## config.mk

```make
export PLATFORM = sky130hd
export DESIGN_NAME = pcs_cmd_status
export DESIGN_NICKNAME = d
export VERILOG_FILES = /design/src/logic/pcs_pkg.sv /design/src/logic/pcs_flag_if.sv /design/src/logic/pcs_gate_if.sv /design/src/logic/pcs_flag_bank.sv /design/src/logic/pcs_gate_bank.sv /design/src/logic/pcs_cmd_status.sv
export VERILOG_INCLUDE_DIRS = /design/src /design/src/logic
export SDC_FILE = /design/constraint.sdc
export NUM_CORES = 1
export LEC_CHECK = 0
export ABC_AREA = 1
export BUFFER_PORTS_ARGS = -buffer_cell sky130_fd_sc_hd__buf_4
export CAP_MARGIN = 40
export CORE_MARGIN = 10
export CORE_UTILIZATION = 37
export DETAILED_ROUTE_END_ITERATION = 16
export PLACE_DENSITY = 0.81
export SLEW_MARGIN = 10
export SYNTH_ARGS = -nofsm -noshare
export SYNTH_HDL_FRONTEND = slang
export SYNTH_SLANG_ARGS = --single-unit
```

## constraint.sdc

```tcl
create_clock -name clk -period 1.3 [get_ports clk]
set_clock_uncertainty 0.2 [all_clocks]
set_input_delay 0.26 -clock clk [delete_from_list [all_inputs] [get_ports clk]]
set_output_delay 0.26 -clock clk [all_outputs]
set_load 0.01 [all_outputs]
```

## src/logic/pcs_regs.svh

```systemverilog
`ifndef PCS_REGS_SVH
`define PCS_REGS_SVH

// Configuration dword holding command (low half) and status (high half)
`define PCS_CMD_OFFSET        8'h04
`define PCS_STS_OFFSET        8'h06
`define PCS_CSR_DWORD         6'h01

// Command field positions
`define PCS_CMD_IO_SPACE      0
`define PCS_CMD_MEM_SPACE     1
`define PCS_CMD_BUS_MASTER    2
`define PCS_CMD_SPECIAL       3
`define PCS_CMD_MWI_EN        4
`define PCS_CMD_PALETTE       5
`define PCS_CMD_PERR_RESP     6
`define PCS_CMD_STEPPING      7
`define PCS_CMD_SERR_EN       8
`define PCS_CMD_FAST_B2B      9
`define PCS_CMD_RESET         16'h0000

// Status field positions and fixed values
`define PCS_STS_CAP_LIST      4
`define PCS_STS_DATA_PERR     8
`define PCS_STS_SEL_LSB       9
`define PCS_STS_SEL_MSB       10
`define PCS_STS_SIG_TABORT    11
`define PCS_STS_RCV_TABORT    12
`define PCS_STS_RCV_MABORT    13
`define PCS_STS_SIG_SERR      14
`define PCS_STS_DET_PERR      15
`define PCS_STS_FIXED         16'h0210
`define PCS_SEL_SPEED_MEDIUM  2'h1

// Sticky flag indices inside the flag bank
`define PCS_FLAG_DATA_PERR    0
`define PCS_FLAG_SIG_TABORT   1
`define PCS_FLAG_RCV_TABORT   2
`define PCS_FLAG_RCV_MABORT   3
`define PCS_FLAG_SIG_SERR     4
`define PCS_FLAG_DET_PERR     5
`define PCS_FLAG_RESET        6'h00

// Gate channel indices
`define PCS_GATE_MEM          0
`define PCS_GATE_INIT         1
`define PCS_GATE_MWI          2
`define PCS_GATE_PERR         3
`define PCS_GATE_SERR         4

`endif

```

## src/logic/pcs_pkg.sv

```systemverilog
`default_nettype none
package pcs_pkg;
  localparam int PCS_FLAGS = 6;
  localparam int PCS_GATES = 5;
  typedef logic [PCS_FLAGS-1:0] pcs_flags_type;
  typedef logic [PCS_GATES-1:0] pcs_gates_type;
  typedef logic [15:0]          pcs_half_type;
  typedef logic [31:0]          pcs_dword_type;
endpackage
`default_nettype wire

```

## src/logic/pcs_flag_if.sv

```systemverilog
`default_nettype none
interface pcs_flag_if;
  import pcs_pkg::*;
  pcs_flags_type set;
  pcs_flags_type clr;
  pcs_flags_type q;
  modport bank (input set, input clr, output q);
  modport user (output set, output clr, input q);
endinterface
`default_nettype wire

```

## src/logic/pcs_gate_if.sv

```systemverilog
`default_nettype none
interface pcs_gate_if;
  import pcs_pkg::*;
  pcs_gates_type req;
  pcs_gates_type en;
  pcs_gates_type out;
  modport gate (input req, input en, output out);
  modport user (output req, output en, input out);
endinterface
`default_nettype wire

```

## src/logic/pcs_flag_bank.sv

```systemverilog
`default_nettype none
`include "pcs_regs.svh"
module pcs_flag_bank (
  // Clock and reset
  input  wire logic clk,
  input  wire logic nrst,
  // Flag set, clear and state
  pcs_flag_if.bank  flags
);
  import pcs_pkg::*;

  genvar i;
  generate
    for (i = 0; i < PCS_FLAGS; i++) begin : g_flag
      // Set beats clear so an event in the clearing cycle survives
      always_ff @(posedge clk) begin
        if (!nrst) begin
          flags.q[i] <= 1'b0;
        end else if (flags.set[i]) begin
          flags.q[i] <= 1'b1;
        end else if (flags.clr[i]) begin
          flags.q[i] <= 1'b0;
        end
      end
    end
  endgenerate
endmodule // pcs_flag_bank
`default_nettype wire

```

## src/logic/pcs_gate_bank.sv

```systemverilog
`default_nettype none
module pcs_gate_bank (
  // Clock and reset
  input  wire logic clk,
  input  wire logic nrst,
  // Requests, enables and gated outputs
  pcs_gate_if.gate  gates
);
  import pcs_pkg::*;

  genvar i;
  generate
    for (i = 0; i < PCS_GATES; i++) begin : g_gate
      always_ff @(posedge clk) begin
        if (!nrst) begin
          gates.out[i] <= 1'b0;
        end else begin
          gates.out[i] <= gates.req[i] & gates.en[i];
        end
      end
    end
  endgenerate
endmodule // pcs_gate_bank
`default_nettype wire

```

## src/logic/pcs_cmd_status.sv

```systemverilog
// Notes on behaviour
// Claim memory accesses only with memory enable
// Start initiator cycles only with master enable
// Write-and-invalidate allowed only when enabled
// Parity error pin only with parity response
// Detected parity flag ignores parity response
// System error pin only with enable set
// Writable command bits reset to zero
// Unsupported command bits read zero, ignore writes
// Select speed field reads medium, fixed
// Data parity flag on own-initiator parity error
// Sticky flags clear by writing one
// Flag target aborts this target signalled
// Flag target aborts received as initiator
// Flag master aborts ended as initiator
// Flag every system error assertion
// Flag any address or data parity error
// Set beats clear; zero writes change nothing
`default_nettype none
`include "pcs_regs.svh"
module pcs_cmd_status (
  // Clock and reset
  input  wire logic                 clk,
  input  wire logic                 nrst,
  // Configuration access port, one dword per access
  input  wire logic                 cfg_rd,
  input  wire logic                 cfg_wr,
  input  wire logic [7:0]           cfg_addr,
  input  wire logic [3:0]           cfg_be,
  input  wire pcs_pkg::pcs_dword_type cfg_wdata,
  output var  pcs_pkg::pcs_dword_type cfg_rdata,
  output var  logic                 cfg_ack,
  // Requests from the controller core
  input  wire logic                 mem_hit_req,
  input  wire logic                 init_start_req,
  input  wire logic                 mwi_want_req,
  input  wire logic                 perr_want_req,
  input  wire logic                 serr_want_req,
  // Error and abort events from the bus engine
  input  wire logic                 parity_err_evt,
  input  wire logic                 init_perr_evt,
  input  wire logic                 target_abort_sent_evt,
  input  wire logic                 target_abort_rcvd_evt,
  input  wire logic                 master_abort_evt,
  // Gated actions
  output var  logic                 mem_claim,
  output var  logic                 init_start,
  output var  logic                 mwi_use,
  output var  logic                 perr_assert,
  output var  logic                 serr_assert,
  // Command state
  output var  logic                 system_error_report_enable
);
  import pcs_pkg::*;

  pcs_flag_if flag_bus ();
  pcs_gate_if gate_bus ();

  logic          mem_en_reg;
  logic          init_en_reg;
  logic          mwi_en_reg;
  logic          perr_resp_reg;
  logic          serr_en_reg;
  logic          csr_hit;
  logic          wr_cmd_lo;
  logic          wr_cmd_hi;
  logic          wr_sts_hi;
  pcs_half_type  cmd_view;
  pcs_half_type  sts_view;
  pcs_flags_type flag_set_next;
  pcs_flags_type flag_clr_next;
  pcs_dword_type rdata_next;
  logic [1:0]    select_response_speed;

  assign csr_hit   = (cfg_addr[7:2] == `PCS_CSR_DWORD);
  assign wr_cmd_lo = cfg_wr & csr_hit & cfg_be[0];
  assign wr_cmd_hi = cfg_wr & csr_hit & cfg_be[1];
  assign wr_sts_hi = cfg_wr & csr_hit & cfg_be[3];
  assign select_response_speed = `PCS_SEL_SPEED_MEDIUM;

  // Writable command bits; everything else is not stored at all
  always_ff @(posedge clk) begin
    if (!nrst) begin
      mem_en_reg  <= 1'b0;
      init_en_reg <= 1'b0;
      mwi_en_reg  <= 1'b0;
      perr_resp_reg <= 1'b0;
    end else if (wr_cmd_lo) begin
      mem_en_reg    <= cfg_wdata[`PCS_CMD_MEM_SPACE];
      init_en_reg   <= cfg_wdata[`PCS_CMD_BUS_MASTER];
      mwi_en_reg    <= cfg_wdata[`PCS_CMD_MWI_EN];
      perr_resp_reg <= cfg_wdata[`PCS_CMD_PERR_RESP];
    end
  end

  always_ff @(posedge clk) begin
    if (!nrst) begin
      serr_en_reg <= 1'b0;
    end else if (wr_cmd_hi) begin
      serr_en_reg <= cfg_wdata[`PCS_CMD_SERR_EN];
    end
  end

  always_ff @(posedge clk) begin
    if (!nrst) begin
      system_error_report_enable <= 1'b0;
    end else begin
      system_error_report_enable <= wr_cmd_hi ? cfg_wdata[`PCS_CMD_SERR_EN] : serr_en_reg;
    end
  end

  // Read view: unsupported and reserved bits stay zero
  always_comb begin
    cmd_view = `PCS_CMD_RESET;
    cmd_view[`PCS_CMD_MEM_SPACE]  = mem_en_reg;
    cmd_view[`PCS_CMD_BUS_MASTER] = init_en_reg;
    cmd_view[`PCS_CMD_MWI_EN]     = mwi_en_reg;
    cmd_view[`PCS_CMD_PERR_RESP]  = perr_resp_reg;
    cmd_view[`PCS_CMD_SERR_EN]    = serr_en_reg;
  end

  always_comb begin
    sts_view = `PCS_STS_FIXED;
    sts_view[`PCS_STS_SEL_MSB:`PCS_STS_SEL_LSB] = select_response_speed;
    sts_view[`PCS_STS_DATA_PERR]  = flag_bus.q[`PCS_FLAG_DATA_PERR];
    sts_view[`PCS_STS_SIG_TABORT] = flag_bus.q[`PCS_FLAG_SIG_TABORT];
    sts_view[`PCS_STS_RCV_TABORT] = flag_bus.q[`PCS_FLAG_RCV_TABORT];
    sts_view[`PCS_STS_RCV_MABORT] = flag_bus.q[`PCS_FLAG_RCV_MABORT];
    sts_view[`PCS_STS_SIG_SERR]   = flag_bus.q[`PCS_FLAG_SIG_SERR];
    sts_view[`PCS_STS_DET_PERR]   = flag_bus.q[`PCS_FLAG_DET_PERR];
  end

  // Flag causes
  always_comb begin
    flag_set_next = `PCS_FLAG_RESET;
    flag_set_next[`PCS_FLAG_DATA_PERR]  = init_perr_evt & perr_resp_reg;
    flag_set_next[`PCS_FLAG_SIG_TABORT] = target_abort_sent_evt;
    flag_set_next[`PCS_FLAG_RCV_TABORT] = target_abort_rcvd_evt;
    flag_set_next[`PCS_FLAG_RCV_MABORT] = master_abort_evt;
    flag_set_next[`PCS_FLAG_SIG_SERR]   = serr_assert;
    flag_set_next[`PCS_FLAG_DET_PERR]   = parity_err_evt;
  end

  // Only ones in the status half clear; zeros leave flags alone
  always_comb begin
    flag_clr_next = `PCS_FLAG_RESET;
    if (wr_sts_hi) begin
      flag_clr_next[`PCS_FLAG_DATA_PERR]  = cfg_wdata[16+`PCS_STS_DATA_PERR];
      flag_clr_next[`PCS_FLAG_SIG_TABORT] = cfg_wdata[16+`PCS_STS_SIG_TABORT];
      flag_clr_next[`PCS_FLAG_RCV_TABORT] = cfg_wdata[16+`PCS_STS_RCV_TABORT];
      flag_clr_next[`PCS_FLAG_RCV_MABORT] = cfg_wdata[16+`PCS_STS_RCV_MABORT];
      flag_clr_next[`PCS_FLAG_SIG_SERR]   = cfg_wdata[16+`PCS_STS_SIG_SERR];
      flag_clr_next[`PCS_FLAG_DET_PERR]   = cfg_wdata[16+`PCS_STS_DET_PERR];
    end
  end

  assign flag_bus.set = flag_set_next;
  assign flag_bus.clr = flag_clr_next;

  pcs_flag_bank u_flags (
    .clk   (clk),
    .nrst  (nrst),
    .flags (flag_bus)
  );

  // Requests pass only while their enable holds
  assign gate_bus.req[`PCS_GATE_MEM]  = mem_hit_req;
  assign gate_bus.en[`PCS_GATE_MEM]   = mem_en_reg;
  assign gate_bus.req[`PCS_GATE_INIT] = init_start_req;
  assign gate_bus.en[`PCS_GATE_INIT]  = init_en_reg;
  // Write-and-invalidate is an initiator command, so needs both enables
  assign gate_bus.req[`PCS_GATE_MWI]  = mwi_want_req;
  assign gate_bus.en[`PCS_GATE_MWI]   = mwi_en_reg & init_en_reg;
  assign gate_bus.req[`PCS_GATE_PERR] = perr_want_req;
  assign gate_bus.en[`PCS_GATE_PERR]  = perr_resp_reg;
  assign gate_bus.req[`PCS_GATE_SERR] = serr_want_req;
  assign gate_bus.en[`PCS_GATE_SERR]  = serr_en_reg;

  pcs_gate_bank u_gates (
    .clk   (clk),
    .nrst  (nrst),
    .gates (gate_bus)
  );

  assign mem_claim   = gate_bus.out[`PCS_GATE_MEM];
  assign init_start  = gate_bus.out[`PCS_GATE_INIT];
  assign mwi_use     = gate_bus.out[`PCS_GATE_MWI];
  assign perr_assert = gate_bus.out[`PCS_GATE_PERR];
  assign serr_assert = gate_bus.out[`PCS_GATE_SERR];

  // Registered read answer; other dwords read zero
  always_comb begin
    rdata_next = '0;
    if (cfg_rd && csr_hit) begin
      rdata_next = {sts_view, cmd_view};
    end
  end

  always_ff @(posedge clk) begin
    if (!nrst) begin
      cfg_rdata <= '0;
    end else begin
      cfg_rdata <= rdata_next;
    end
  end

  always_ff @(posedge clk) begin
    if (!nrst) begin
      cfg_ack <= 1'b0;
    end else begin
      cfg_ack <= cfg_rd | cfg_wr;
    end
  end
endmodule // pcs_cmd_status
`default_nettype wire

```

==> impl_metrics.yaml <==
layout:
  syn2layout_area_growth_pct: 50.88
  antenna_cells: 0
  largestRegisters: "cfg_rdata (12), u_flags.flags.q (6), u_gates.gates.out (5)"
  drive_gt1_share_pct: 35.02
  fillCellCount: 298
  multi_input_area_um2: 374.1
  finalNonFillerCells: 250
  largest_register_ff_count: 12
  fin_nets: 274
  regMostFlops: "cfg_rdata"
  seq_area_um2: 583.1
clocking:
  cts-root-buf: "clkbuf_4"
  clk_pin_slew_ns: 0.09
  cts_buffers: 5
  tritoncts: "built"
  clock_latency_ns: 0.31
  clkSinkCount: 29
  clock_path_buffers: 2
  htreeDepth: 2
placement:
  gp_congestion: 0.7246
  dp_cells: 227
  dp_hpwl_um: 2252
  io_buffers: 53
worst_setup_path:
  crit_path_end_kind: "output pin"
  crit_slowest_cell: "dfxtp_2"
  crit_type: "register to output pin"
  start_kind: "register"
  cp_num_cells: 1
  critical_path.max_stage_delay_ns: 0.35
  arrival_ns: 0.80
  path_max_fanout: 4
  crit_family: "flip-flops"
  reg2reg_depth: 3
  path_buf_inv: 1
  reg2reg_slack_ns: 0.42
  crit_required_ns: 0.84
  cp_cell_sequence: "buf_4"
synthesis:
  ys_seq_area_share_pct: 51.21
  syn_area_per_cell_um2: 8.040
  async_flop_share_pct: 0
  synth-main-ff-cell: "dfxtp_1"
  synth_edf_count: 0
  syn-cell-area_um2: 1134
  ys_ff_latch: 29
  synth_cell_type_count: 18
  yosys_warnings: 0
  syn_inst: 141
floorplan:
  initial_core_util_pct: 37.75
  core_um2: 3003
  pin_count: 97
  fp-row-count: 20
  die_h_um: 75.35
  die_x_um: 75.35
  dieArea_um2: 5678
drt:
  viasPerCell: 3.916
  drt_iter0_drc: 51
  drt-wirelength-per-cell_um: 11.40
  drtAntennaViolNets: 0
  drc: 0
  wl_um: 2851
  num_vias: 979
  drtPass1Iterations: 4
flow_run:
  drv_cap: 0
timing:
  drv_slew: 0
  finalSetupTns_ns: 0
  finalCritPeriodShare_pct: 96.66
  finalHoldViolations: 0
  setup_viol: 0
  layout_min_cycle_time_ns: 1.257
  rsz0062_at_grt: "no"
  max_freq_ghz: 0.7958
grt:
  antenna_found_initial: 0
  grt_max_degree: 11
  grt_pass1_wl_um: 4298
  track_usage_pct: 9.828
  grt_pass1_vias: 1004
  gr-total-overflow: 0
power_and_ir_drop:
  power_switching_mw: 0.3940
  combPwrFrac_pct: 11.5
  ir_drop_mv: 0.3939
  p_per_area_nw_per_um2: 936.4
  power_frac_clock_pct: 32.0
  power_leakage_nw: 0.8479
  p_seq_share_pct: 56.5
  p_int_mw: 1.208
  sw_frac_of_total_pct: 24.60
status:
  status: "finished, final reports clean"
min_path:
  hp-class: "input port to register"
  hold_path_depth: 3
[area by class of cell]
type                            count  share of cell area (%)
Sequential cell                    29                   34.09
Timing Repair Buffer               71                   33.07
Multi-Input combinational cell     85                   21.87
Inverter                           24                   5.340
Tap cell                           33                   2.414
Clock buffer                        5                   2.195
Clock inverter                      3                   1.024
[worst paths after layout]
path	start	endpoint
max	system_error_report_enable$_SDFFE_PN0P_	system_error_report_enable
min	cfg_wdata[8]	system_error_report_enable$_SDFFE_PN0P_
max reg2reg	system_error_report_enable$_SDFFE_PN0P_	system_error_report_enable$_SDFFE_PN0P_
min reg2reg	u_flags.flags.q[1]$_SDFFE_PN0P_	cfg_rdata[27]$_SDFF_PN0_
[layer usage]
| layer | up-vias | wire (um) | GRT usage (%) |
|---|---|---|---|
| li1 | 528 | - | - |
| met1 | 404 | 1046 | 9.451 |
| met2 | 42 | 1428 | 17.47 |
| met3 | 5 | 332 | 4.297 |
| met4 | 0 | 43 | 4.948 |
| met5 | - | 0 | 0 |
[cell usage after synthesis (3+ instances only)]
master,instances,area [um2]
dfxtp_1,29,580.6
nand3_1,7,35.03
a21oi_1,7,35.03
inv_1,22,82.58
nor2_2,3,18.77
nor2_1,26,97.59
o21ai_0,4,20.02
nand2_1,14,52.55
buf_4,20,150.1
[cells in the final DEF, fill, tap and decap left out, drive strengths merged]
cell type / n
a21oi: 7
buf: 58
clkbuf: 5
clkinv: 4
clkinvlp: 1
conb: 19
dfxtp: 29
dlygate4sd3: 13
inv: 22
nand2: 16
nand3: 8
nor2: 30
o21ai: 5
[kinds of logic after synthesis]
group,synth area share [%]
AND/OR/NAND/NOR,21.41
AO/OA/AOI/OAI,5.297
other,0.3308
flip-flops,51.21
buffers and inverters,21.74
[power groups by stage]
| stage | Combinational (mW) | Sequential (mW) | Clock, mW |
|---|---|---|---|
| 2_1_floorplan | 0.102 | 0.926 | 0 |
| 3_3_place_gp | 0.148 | 0.925 | 0 |
| 3_5_place_dp | 0.151 | 0.926 | 0 |
| 4_1_cts | 0.182 | 0.905 | 0.522 |
| 5_1_grt | 0.206 | 0.906 | 0.560 |
| 6_report | 0.185 | 0.905 | 0.512 |
[timing repair]
action	in CTS	in global routing
endpoints found under the setup margin	1	3
hold buffers	13	0
setup buffers	0	2
resized for setup	1	1
hold endpoints to repair	13	0
[worst register-to-register path, stage by stage (launching register included)]
cell     delay (ns)
dfxtp_2        0.36
buf_4          0.11
nand2_1        0.04
a21oi_1        0.10
[through the flow]
stage | hold slack, ns | setup slack [ns] | total power [mW] | util, % | cell area, um2
after floorplan | 0.1722 | 0.08638 | 1.027 | - | 1201
after global placement | 0.2161 | -0.1121 | 1.074 | 50.21 | 1508
after detailed placement | 0.2174 | -0.1423 | 1.077 | 50.21 | 1508
after CTS | 0.0007789 | 0.03083 | 1.610 | 56.42 | 1694
after global routing | 0.01335 | 0.004984 | 1.673 | 56.96 | 1710
final | 0.006938 | 0.04340 | 1.602 | 56.96 | 1710
Note: power is estimated with default switching activity, not from simulation.
